**src/inc/bpt_pkg.sv**
```systemverilog
// ==================================================================
// shared constants for the brown-out and power-up timer block
// ==================================================================
package bpt_pkg;

  // ================================================================
  // timing
  // ================================================================
  // system clock period
  localparam int unsigned CLK_PERIOD_NS = 20;
  // internal rc oscillator period, one power-up timer tick
  localparam int unsigned RC_PERIOD_NS = 32_000;
  // tick spacing in system clocks
  localparam int unsigned RC_TICK_CYC = RC_PERIOD_NS / CLK_PERIOD_NS;
  // power-up timer counter width, 2048 ticks
  localparam int unsigned POWERUP_DELAY_TIMER_BITS = 11;
  // least time the supply must stay low before reset
  localparam int unsigned BOR_MIN_NS = 1_000;
  // least time rounds up to whole clocks
  localparam int unsigned BOR_MIN_CYC = (BOR_MIN_NS + CLK_PERIOD_NS - 1) / CLK_PERIOD_NS;

  // ================================================================
  // register map, byte addresses
  // ================================================================
  localparam int unsigned ADDR_W = 4;
  localparam logic [3:0] OFS_RESET_CTRL = 4'h0;
  localparam logic [3:0] OFS_STATUS = 4'h4;
  localparam logic [3:0] OFS_IRQ_STATUS = 4'h8;
  localparam logic [3:0] OFS_IRQ_MASK = 4'hc;

  // reset_control_reg fields
  localparam int unsigned SW_EN_BIT = 6;
  localparam int unsigned POR_FLAG_BIT = 1;
  localparam int unsigned BOR_FLAG_BIT = 0;
  localparam logic SW_EN_RST = 1'h1;
  localparam logic POR_FLAG_RST = 1'h0;
  localparam logic BOR_FLAG_RST = 1'h0;

  // status register fields
  localparam int unsigned ST_HOLD_BIT = 0;
  localparam int unsigned ST_INBOR_BIT = 1;
  localparam int unsigned ST_TMR_BIT = 2;
  localparam int unsigned ST_DET_BIT = 3;
  localparam int unsigned ST_LOW_BIT = 4;
  localparam int unsigned ST_POWERUP_DELAY_TIMER_EN_BIT = 5;
  localparam int unsigned ST_MODE_LSB = 8;
  localparam int unsigned ST_THR_LSB = 12;

  // interrupt bits
  localparam int unsigned IRQ_W = 2;
  localparam int unsigned IRQ_BOR_BIT = 0;
  localparam int unsigned IRQ_REL_BIT = 1;
  localparam logic [IRQ_W-1:0] IRQ_MASK_RST = 2'h0;

  // ================================================================
  // brown-out modes
  // ================================================================
  localparam logic [1:0] MODE_OFF = 2'h0;
  localparam logic [1:0] MODE_SW = 2'h1;
  localparam logic [1:0] MODE_HW_SLEEP = 2'h2;
  localparam logic [1:0] MODE_HW_ON = 2'h3;

  // sequencer states
  typedef enum logic [1:0] {ST_POR, ST_RUN, ST_BOR, ST_POWERUP_DELAY_TIMER} bpt_state_t;

endpackage

```
**src/inc/bpt_timer_if.sv**
```systemverilog
`timescale 1ns/1ns
`default_nettype none
// ==================================================================
// link between sequencer and power-up timer
// ==================================================================
interface bpt_timer_if import bpt_pkg::*; ();
  logic restart;
  logic run;
  logic done;
  logic [POWERUP_DELAY_TIMER_BITS-1:0] count;
  modport ctrl (output restart, output run, input done, input count);
  modport timer (input restart, input run, output done, output count);
endinterface
`default_nettype wire

```
**src/bpt_reset_ctrl.sv**
```systemverilog
`timescale 1ns/1ns
`default_nettype none
// ==================================================================
// brown-out reset and power-up delay sequencer
// ==================================================================
// Behaviour
// - with detection on, supply low beyond minimum duration resets the device
// - brown-out reset stays while the supply remains low
// - power-up timer starts when supply recovers, reset held until it ends
// - supply low during the delay returns to brown-out and restarts the timer
// - brown-out and power-up delay are configured independently
// - mode 01: software enable bit 6 turns detection on or fully off
// - other modes ignore the software enable bit, it reads zero
// - threshold comes only from the threshold configuration field
// - brown-out flag cleared on every brown-out and power-on reset
// - mode 10: detection off in sleep, back on when sleep ends
// - mode 11: detection always on, no software way to stop it
// - power-up timer is an 11-bit counter on the rc clock, 2048 ticks
// - reset held while the timer counts, released on terminal count
// - timer used when its active-low enable is clear, skipped when set
// - power-on flag bit 1 cleared on power-on, written to either value by software
// - software enable resets to one in mode 01 on power-on, else zero
module bpt_reset_ctrl
  import bpt_pkg::*;
#(
  parameter int unsigned BOR_MIN_CYCLES = BOR_MIN_CYC,
  parameter int unsigned RC_TICK_CYCLES = RC_TICK_CYC
) (
  // clock and reset
  input wire logic clk_sys,
  input wire logic resetn,
  // comparator, configuration and power state
  input wire logic supply_below_thr,
  input wire logic [1:0] brownout_mode_cfg,
  input wire logic [1:0] brownout_threshold_cfg,
  input wire logic powerup_delay_disable_n,
  input wire logic sleep_active,
  // reset and comparator control
  output logic device_reset_hold,
  output logic brownout_reset_active,
  output logic brownout_detect_on,
  output logic [1:0] brownout_threshold_sel,
  output logic irq,
  // avalon-mm slave
  input wire logic [ADDR_W-1:0] avs_address,
  input wire logic avs_read,
  input wire logic avs_write,
  input wire logic [31:0] avs_writedata,
  input wire logic [3:0] avs_byteenable,
  output logic [31:0] avs_readdata,
  output logic avs_waitrequest
);
  localparam int unsigned QUAL_W = $clog2(BOR_MIN_CYCLES + 1);

  // ================================================================
  // elaboration checks
  // ================================================================
  if (BOR_MIN_CYCLES < 1) begin : g_bad_min
    $error("brown-out minimum must be at least one clock");
  end
  if (RC_TICK_CYCLES < 1) begin : g_bad_tick
    $error("rc tick spacing must be at least one clock");
  end

  // ================================================================
  // functions
  // ================================================================
  // software enable as seen by logic and by reads
  function automatic logic sw_view(input logic [1:0] mode, input logic sw_en);
    sw_view = (mode == MODE_SW) && sw_en;
  endfunction

  // detector enable per mode
  function automatic logic detect_enabled(input logic [1:0] mode, input logic sw_en,
                                          input logic sleeping);
    logic on;
    on = 1'b0;
    unique case (mode)
      MODE_OFF: on = 1'b0;
      MODE_SW: on = sw_view(mode, sw_en);
      MODE_HW_SLEEP: on = !sleeping;
      MODE_HW_ON: on = 1'b1;
    endcase
    detect_enabled = on;
  endfunction

  // ================================================================
  // declarations
  // ================================================================
  bpt_timer_if tmr ();

  logic below_meta_ff;
  logic below_sync_ff;
  logic [QUAL_W-1:0] qual_cnt_ff;
  bpt_state_t state_ff;
  bpt_state_t nxt_state;
  logic sw_en_ff;
  logic por_seen_ff;
  logic por_flag_ff;
  logic bor_flag_ff;
  logic [IRQ_W-1:0] irq_stat_ff;
  logic [IRQ_W-1:0] irq_mask_ff;
  logic [IRQ_W-1:0] nxt_irq_stat;
  logic hold_ff;
  logic in_bor_ff;
  logic detect_ff;
  logic [1:0] thr_ff;
  logic ack_ff;
  logic [31:0] rdata_ff;
  logic detect_now;
  logic powerup_delay_timer_enabled;
  logic bor_trigger;
  logic bor_entry;
  logic release_evt;
  logic timer_restart;
  logic timer_run;
  logic req;
  logic wr_fire;
  logic wr_byte0;
  logic [31:0] rd_word;

  // ================================================================
  // power-up timer
  // ================================================================
  bpt_timer #(
    .TICK_CYCLES(RC_TICK_CYCLES)
  ) u_timer (
    .clk_sys(clk_sys),
    .resetn(resetn),
    .tmr(tmr.timer)
  );

  assign tmr.restart = timer_restart;
  assign tmr.run = timer_run;

  // ================================================================
  // supply comparator input
  // ================================================================
  // two-flop synchroniser
  always_ff @(posedge clk_sys or negedge resetn) begin
    if (!resetn) begin
      below_meta_ff <= 1'b0;
      below_sync_ff <= 1'b0;
    end else begin
      below_meta_ff <= supply_below_thr;
      below_sync_ff <= below_meta_ff;
    end
  end

  // detector enable and delay enable
  assign detect_now = detect_enabled(brownout_mode_cfg, sw_en_ff, sleep_active);
  assign powerup_delay_timer_enabled = !powerup_delay_disable_n;

  always_ff @(posedge clk_sys or negedge resetn) begin
    if (!resetn) begin
      qual_cnt_ff <= '0;
    end else if (state_ff != ST_RUN || !detect_now || !below_sync_ff) begin
      qual_cnt_ff <= '0;
    end else if (qual_cnt_ff != QUAL_W'(BOR_MIN_CYCLES)) begin
      qual_cnt_ff <= qual_cnt_ff + 1'b1;
    end
  end

  // low for longer than the minimum
  assign bor_trigger = detect_now && below_sync_ff && (qual_cnt_ff == QUAL_W'(BOR_MIN_CYCLES));

  // ================================================================
  // reset sequencer
  // ================================================================
  // next state and timer control
  always_comb begin
    nxt_state = state_ff;
    timer_restart = 1'b0;
    timer_run = 1'b0;
    unique case (state_ff)
      ST_POR: begin
        timer_restart = 1'b1;
        nxt_state = powerup_delay_timer_enabled ? ST_POWERUP_DELAY_TIMER : ST_RUN;
      end
      ST_RUN: begin
        if (bor_trigger) begin
          nxt_state = ST_BOR;
        end
      end
      ST_BOR: begin
        timer_restart = 1'b1;
        if (!below_sync_ff) begin
          nxt_state = powerup_delay_timer_enabled ? ST_POWERUP_DELAY_TIMER : ST_RUN;
        end
      end
      ST_POWERUP_DELAY_TIMER: begin
        timer_run = 1'b1;
        if (detect_now && below_sync_ff) begin
          nxt_state = ST_BOR;
          timer_restart = 1'b1;
        end else if (tmr.done) begin
          nxt_state = ST_RUN;
        end
      end
    endcase
  end

  // state register
  always_ff @(posedge clk_sys or negedge resetn) begin
    if (!resetn) begin
      state_ff <= ST_POR;
    end else begin
      state_ff <= nxt_state;
    end
  end

  // sequencer events
  assign bor_entry = (state_ff != ST_BOR) && (nxt_state == ST_BOR);
  assign release_evt = (state_ff != ST_RUN) && (nxt_state == ST_RUN);

  // registered reset hold and state outputs
  always_ff @(posedge clk_sys or negedge resetn) begin
    if (!resetn) begin
      hold_ff <= 1'b1;
      in_bor_ff <= 1'b0;
    end else begin
      hold_ff <= (nxt_state != ST_RUN);
      in_bor_ff <= (nxt_state == ST_BOR);
    end
  end

  // comparator control outputs
  always_ff @(posedge clk_sys or negedge resetn) begin
    if (!resetn) begin
      detect_ff <= 1'b0;
      thr_ff <= 2'h0;
    end else begin
      detect_ff <= detect_now;
      thr_ff <= brownout_threshold_cfg;
    end
  end

  assign device_reset_hold = hold_ff;
  assign brownout_reset_active = in_bor_ff;
  assign brownout_detect_on = detect_ff;
  assign brownout_threshold_sel = thr_ff;

  // ================================================================
  // avalon slave
  // ================================================================
  // one wait cycle per access
  assign req = avs_read || avs_write;
  assign avs_waitrequest = req && !ack_ff;
  assign wr_fire = avs_write && ack_ff;
  assign wr_byte0 = wr_fire && avs_byteenable[0];

  // access phase
  always_ff @(posedge clk_sys or negedge resetn) begin
    if (!resetn) begin
      ack_ff <= 1'b0;
    end else begin
      ack_ff <= req && !ack_ff;
    end
  end

  // read decode
  always_comb begin
    rd_word = 32'h0000_0000;
    unique case (avs_address)
      OFS_RESET_CTRL: begin
        rd_word[SW_EN_BIT] = sw_view(brownout_mode_cfg, sw_en_ff);
        rd_word[POR_FLAG_BIT] = por_flag_ff;
        rd_word[BOR_FLAG_BIT] = bor_flag_ff;
      end
      OFS_STATUS: begin
        rd_word[ST_HOLD_BIT] = hold_ff;
        rd_word[ST_INBOR_BIT] = in_bor_ff;
        rd_word[ST_TMR_BIT] = (state_ff == ST_POWERUP_DELAY_TIMER);
        rd_word[ST_DET_BIT] = detect_ff;
        rd_word[ST_LOW_BIT] = below_sync_ff;
        rd_word[ST_POWERUP_DELAY_TIMER_EN_BIT] = powerup_delay_timer_enabled;
        rd_word[ST_MODE_LSB +: 2] = brownout_mode_cfg;
        rd_word[ST_THR_LSB +: 2] = thr_ff;
      end
      OFS_IRQ_STATUS: rd_word[IRQ_W-1:0] = irq_stat_ff;
      OFS_IRQ_MASK: rd_word[IRQ_W-1:0] = irq_mask_ff;
      default: rd_word = 32'h0000_0000;
    endcase
  end

  // read data captured in the wait cycle
  always_ff @(posedge clk_sys or negedge resetn) begin
    if (!resetn) begin
      rdata_ff <= 32'h0000_0000;
    end else if (avs_read && !ack_ff) begin
      rdata_ff <= rd_word;
    end
  end

  assign avs_readdata = rdata_ff;

  // ================================================================
  // reset_control_reg bits
  // ================================================================
  // first clock after power-on release
  always_ff @(posedge clk_sys or negedge resetn) begin
    if (!resetn) begin
      por_seen_ff <= 1'b0;
    end else begin
      por_seen_ff <= 1'b1;
    end
  end

  // software enable, kept over brown-out resets
  always_ff @(posedge clk_sys or negedge resetn) begin
    if (!resetn) begin
      sw_en_ff <= SW_EN_RST;
    end else if (!por_seen_ff && brownout_mode_cfg != MODE_SW) begin
      sw_en_ff <= 1'b0;
    end else if (wr_byte0 && avs_address == OFS_RESET_CTRL && brownout_mode_cfg == MODE_SW) begin
      sw_en_ff <= avs_writedata[SW_EN_BIT];
    end
  end

  // power-on flag, cleared by power-on, software writes either value
  always_ff @(posedge clk_sys or negedge resetn) begin
    if (!resetn) begin
      por_flag_ff <= POR_FLAG_RST;
    end else if (wr_byte0 && avs_address == OFS_RESET_CTRL) begin
      por_flag_ff <= avs_writedata[POR_FLAG_BIT];
    end
  end

  // brown-out flag, hardware clear beats software set
  always_ff @(posedge clk_sys or negedge resetn) begin
    if (!resetn) begin
      bor_flag_ff <= BOR_FLAG_RST;
    end else if (bor_entry) begin
      bor_flag_ff <= 1'b0;
    end else if (wr_byte0 && avs_address == OFS_RESET_CTRL) begin
      bor_flag_ff <= avs_writedata[BOR_FLAG_BIT];
    end
  end

  // ================================================================
  // interrupts
  // ================================================================
  // sticky events, set wins over write-one clear
  always_comb begin
    nxt_irq_stat = irq_stat_ff;
    if (wr_byte0 && avs_address == OFS_IRQ_STATUS) begin
      nxt_irq_stat = nxt_irq_stat & ~avs_writedata[IRQ_W-1:0];
    end
    if (bor_entry) begin
      nxt_irq_stat[IRQ_BOR_BIT] = 1'b1;
    end
    if (release_evt) begin
      nxt_irq_stat[IRQ_REL_BIT] = 1'b1;
    end
  end

  // status and mask registers
  always_ff @(posedge clk_sys or negedge resetn) begin
    if (!resetn) begin
      irq_stat_ff <= '0;
      irq_mask_ff <= IRQ_MASK_RST;
    end else begin
      irq_stat_ff <= nxt_irq_stat;
      if (wr_byte0 && avs_address == OFS_IRQ_MASK) begin
        irq_mask_ff <= avs_writedata[IRQ_W-1:0];
      end
    end
  end

  // level interrupt from unmasked sticky bits
  assign irq = |(irq_stat_ff & irq_mask_ff);

endmodule
`default_nettype wire

```
**src/bpt_timer.sv**
```systemverilog
`timescale 1ns/1ns
`default_nettype none
// ==================================================================
// power-up delay timer on rc tick enables
// ==================================================================
module bpt_timer
  import bpt_pkg::*;
#(
  parameter int unsigned TICK_CYCLES = RC_TICK_CYC
) (
  // clock and reset
  input wire logic clk_sys,
  input wire logic resetn,
  // sequencer side
  bpt_timer_if.timer tmr
);
  localparam int unsigned DIV_W = $clog2(TICK_CYCLES + 1);

  if (TICK_CYCLES < 1) begin : g_bad_tick
    $error("tick spacing must be at least one clock");
  end

  logic [DIV_W-1:0] div_ff;
  logic [POWERUP_DELAY_TIMER_BITS-1:0] cnt_ff;
  logic done_ff;
  logic tick;
  logic active;

  // one-cycle internal_rc_clock enable
  assign tick = (div_ff == DIV_W'(TICK_CYCLES - 1));
  assign active = tmr.run && !done_ff;

  // rc divider
  always_ff @(posedge clk_sys or negedge resetn) begin
    if (!resetn) begin
      div_ff <= '0;
    end else if (tmr.restart || !active || tick) begin
      div_ff <= '0;
    end else begin
      div_ff <= div_ff + 1'b1;
    end
  end

  always_ff @(posedge clk_sys or negedge resetn) begin
    if (!resetn) begin
      cnt_ff <= '0;
    end else if (tmr.restart) begin
      cnt_ff <= '0;
    end else if (active && tick) begin
      cnt_ff <= cnt_ff + 1'b1;
    end
  end

  always_ff @(posedge clk_sys or negedge resetn) begin
    if (!resetn) begin
      done_ff <= 1'b0;
    end else if (tmr.restart) begin
      done_ff <= 1'b0;
    end else if (active && tick && (&cnt_ff)) begin
      done_ff <= 1'b1;
    end
  end

  assign tmr.done = done_ff;
  assign tmr.count = cnt_ff;
endmodule
`default_nettype wire
```
**config.mk**
```make
export PLATFORM = sky130hd
export DESIGN_NAME = bpt_reset_ctrl
export DESIGN_NICKNAME = d
export VERILOG_FILES = /design/src/inc/bpt_pkg.sv /design/src/inc/bpt_timer_if.sv /design/src/bpt_reset_ctrl.sv /design/src/bpt_timer.sv
export SDC_FILE = /design/constraint.sdc
export NUM_CORES = 1
export LEC_CHECK = 0
export BUFFER_PORTS_ARGS = -buffer_cell sky130_fd_sc_hd__buf_2
export CELL_PAD_IN_SITES_DETAIL_PLACEMENT = 0
export CELL_PAD_IN_SITES_GLOBAL_PLACEMENT = 1
export CORE_MARGIN = 5
export CORE_UTILIZATION = 38
export DETAILED_ROUTE_END_ITERATION = 16
export PLACE_DENSITY = 0.84
export REMOVE_ABC_BUFFERS = 1
export SYNTH_ARGS = -nofsm -noshare
export SYNTH_HDL_FRONTEND = slang
export SYNTH_SLANG_ARGS = --single-unit
export TNS_END_PERCENT = 30
```
**constraint.sdc**
```tcl
create_clock -name clk_sys -period 2.8 [get_ports clk_sys]
set_input_delay 0.14 -clock clk_sys [delete_from_list [all_inputs] [get_ports clk_sys]]
set_output_delay 0.14 -clock clk_sys [all_outputs]
set_load 0.01 [all_outputs]
```
==> load_flow_metrics.sql <==
INSERT INTO impl_metrics (metric_group, metric, value, unit) VALUES
('status', 'run_status', 'completed', ''),
('power_and_ir_drop', 'worst_ir_drop_vdd', '298', 'uV'),
('critical_path', 'critical_path_required', '3.05', 'ns'),
('clock_network', 'cts.repair_timing.setup_buffer_count', '0', ''),
('clock_network', 'clock_root_buffer', 'clkbuf_8', ''),
('placed_design', 'hpwl_reported_at_the_end_of_detailed_placement', '3970', 'um'),
('synthesis', 'synth.area.top_cells', 'dfrtp_1 (50%), buf_4 (5.6%), nor2_1 (3.9%), nand2_1 (2.8%), a22o_1 (2.5%)', ''),
('floorplan', 'design.die.area', '9230', 'um2'),
('routing', 'route.detailed.drc', '0', ''),
('power_and_ir_drop', 'power.leakage', '1.52', 'nW'),
('worst_hold_path', 'hold_path.class', 'in2reg', ''),
('final_layout', 'antenna-diode-count', '0', ''),
('final_layout', 'layout-drive-gt1-share', '0.191', ''),
('synthesis', 'syn_avg_cell_area', '10.3', 'um2'),
('power_and_ir_drop', 'switching_portion_of_total_power', '0.225', ''),
('clock_network', 'clkSlewWorstSetupHoldPaths', '0.07', 'ns'),
('placed_design', 'place_area', '3020', 'um2'),
('sta', 'achievable-frequency', '425', 'MHz'),
('routing', 'detail_route.wirelength', '5440', 'um'),
('routing', 'drtAntennaViolNets', '0', ''),
('critical_path', 'worst_ep_arrival_time', '2.60', 'ns'),
('clock_network', 'cts_max_path_buffers', '2', ''),
('floorplan', 'initial_utilization', '0.390', ''),
('final_layout', 'fillCellCount', '683', ''),
('routing', 'detail_route.first_pass.iterations', '4', ''),
('sta', 'fin_skew', '0.00773', 'ns'),
('power_and_ir_drop', 'p_sw', '446', 'uW'),
('synthesis', 'synth-async-reset-ratio', '1.00', ''),
('synthesis', 'synthesis.instances', '274', ''),
('synthesis', 'yosys.area.top_type', 'dfrtp_1', ''),
('critical_path', 'critical_path_buf_inv_count', '0', ''),
('critical_path', 'worstPathCellList', 'or4b_1, or4_4, or4_1, a21oi_1', ''),
('clock_network', 'clock_sinks', '58', ''),
('synthesis', 'ys_ff_latch', '58', ''),
('global_route', 'grt_first_pass_wirelength', '9250', 'um'),
('synthesis', 'yosys_most_used_dff', 'dfrtp_1', ''),
('synthesis', 'yosysSeqAreaShare', '0.516', ''),
('critical_path', 'critical_path.max_fanout', '21', ''),
('global_route', 'antenna_found_initial', '0', ''),
('global_route', 'grt_util_all_layers', '0.130', ''),
('synthesis', 'yosys_warnings', '0', ''),
('power_and_ir_drop', 'clock_power_share', '0.460', ''),
('sta', 'timing_hold_violations_final', '0', ''),
('critical_path', 'timing.critical_path.slowest_stage_cell', 'or4_4', ''),
('clock_network', 'cts_hold_buf', '4', ''),
('clock_network', 'postCtsResizedCells', '0', ''),
('critical_path', 'critical_path_class', 'reg2reg', ''),
('sta', 'final.period_utilization', '0.841', ''),
('clock_network', 'number_of_buffers_created_by_cts', '9', ''),
('critical_path', 'r2r-end', 'u_timer.tmr.count[10]', ''),
('power_and_ir_drop', 'power_density', '604', 'nW/um2'),
('floorplan', 'top_level_ports', '90', ''),
('routing', 'vias', '2029', ''),
('power_and_ir_drop', 'p_comb_frac', '0.076', ''),
('global_route', 'number_of_global_route_vias_before_repair', '1981', ''),
('critical_path', 'reg2reg_setup_slack', '0.45', 'ns'),
('synthesis', 'synth_largest_type_area_fraction', '0.498', ''),
('final_layout', 'layout-area-overhead-vs-synth', '16.9', '%'),
('final_layout', 'finalInstanceArea', '3290', 'um2'),
('clock_network', 'cts.htree.levels', '3', ''),
('critical_path', 'cpLargestDelayFamily', 'simple AND/OR/NAND/NOR gates', ''),
('sta', 'setup_total_negative_slack', '0', 'ns'),
('critical_path', 'critPathLaunch', 'u_timer.div_ff[7]', ''),
('global_route', 'grt_start_max_net_pins', '30', ''),
('final_layout', 'final_net_count', '374', ''),
('routing', 'wire_per_inst', '12.9', 'um'),
('clock_network', 'cts_tree', 'done', ''),
('critical_path', 'rr_worst_depth', '4', ''),
('critical_path', 'max_stage_delay', '0.62', 'ns'),
('critical_path', 'timing.critical_path.to_type', 'flip-flop', ''),
('floorplan', 'fp.coreArea', '7210', 'um2');
## stage by stage
stage / total power [mW] / instances / setup WS (ns) / hold slack, ns / util
finish: 1.99 / 423 / 0.446 / 0.0528 / 0.456
global route: 2.09 / 423 / 0.346 / 0.0526 / 0.456
CTS: 2.02 / 423 / 0.444 / 0.0399 / 0.456
detailed placement: 1.09 / 403 / 0.465 / 0.208 / 0.418
global placement: 1.08 / 403 / 0.488 / 0.196 / 0.418
floorplan: 1.02 / 266 / 0.575 / -0.156 / -
## routing by layer
layer | vias up | routed length [um] | GRT usage
li1 | 1008 | - | -
met1 | 971 | 2420 | 0.153
met2 | 44 | 2620 | 0.216
met3 | 6 | 341 | 0.0500
met4 | 0 | 62 | 0.0438
met5 | - | 0 | 0
## layout make-up
cell class / count / area, um2 / share of cell area
clock buffer: 11 / 131 / 0.0399
inverter: 11 / 41.3 / 0.0125
multi-input combinational: 197 / 1200 / 0.365
timing repair buffer: 42 / 235 / 0.0715
sequential: 58 / 1450 / 0.442
clock inverter: 5 / 103 / 0.0312
tap: 99 / 124 / 0.0376
## cell usage after synthesis, types with 4 or more instances
cell type  count
clkbuf_1       5
inv_1         11
nand3_1       11
ha_1           4
nor3_1         4
nand2_1       21
or4_1          6
a22o_1         8
a21oi_1       11
nand4_1        5
or3_1          8
dfrtp_1       56
xnor2_1        7
o21ai_0       10
nand2b_1       5
nor2_1        29
buf_4         21
xor2_1         7
and3_1         4
## flip-flops by register name, indices dropped and copies added (netlist names), 2 cells and up
| name | count |
|---|---|
| irq_mask_ff | 2 |
| u_timer.div_ff | 11 |
| irq_stat_ff | 2 |
| qual_cnt_ff | 6 |
| brownout_threshold_sel | 2 |
| state_ff | 2 |
| u_timer.tmr.count | 11 |
| avs_readdata | 11 |
## cell usage in the layout (no fill, tap or decap), types with 5 or more instances in the layout
cell and count:
buf_2 36, a21oi_1 11, a22o_1 8, nor2_1 29, xor2_1 7, o21ai_0 10
xnor2_1 7, nand3_1 11, or4_1 6, nand2b_1 5, clkbuf_8 9, inv_1 11
nand2_1 21, nand4_1 5, dfrtp_1 56, conb_1 22, or3_1 8
## cells by family (layout without fill, tap and decap cells)
family | count (synthesis) | after routing | synth area share
other | 2 | 22 | 0.00267
adder cells (fa/ha/maj) | 4 | 4 | 0.0178
AND/OR/NAND/NOR | 104 | 104 | 0.191
buffers and inverters | 39 | 69 | 0.0831
XOR/XNOR | 14 | 14 | 0.0436
multiplexers | 8 | 8 | 0.0387
AO/OA/AOI/OAI | 45 | 45 | 0.107
flip-flops | 58 | 58 | 0.516
## power by group through the flow
stage | sequential (mW) | combinational, mW | clock, mW
global placement | 0.935 | 0.144 | 0
finish | 0.923 | 0.150 | 0.913
floorplan | 0.932 | 0.0830 | 0
detailed placement | 0.937 | 0.148 | 0
global route | 0.929 | 0.170 | 0.988
CTS | 0.922 | 0.152 | 0.944
## worst min path at each step
stage / start / to / slack (ns)
floorplan: resetn / ack_ff / -0.16
detailed placement: resetn / avs_readdata[6] / 0.21
global placement: resetn / avs_readdata[6] / 0.20
finish: brownout_mode_cfg[1] / avs_readdata[9] / 0.05
CTS: powerup_delay_disable_n / avs_readdata[5] / 0.04
global route: powerup_delay_disable_n / avs_readdata[5] / 0.05
## worst reg2reg max path: cells and delay by family, from the launching register on
family / cells / cell delay (ns)
DFF: 1 / 0.41
and+or+nand+nor: 3 / 1.71
AOI/OAI and AO/OA: 1 / 0.16
Note: power is estimated with default switching activity, not from simulation.
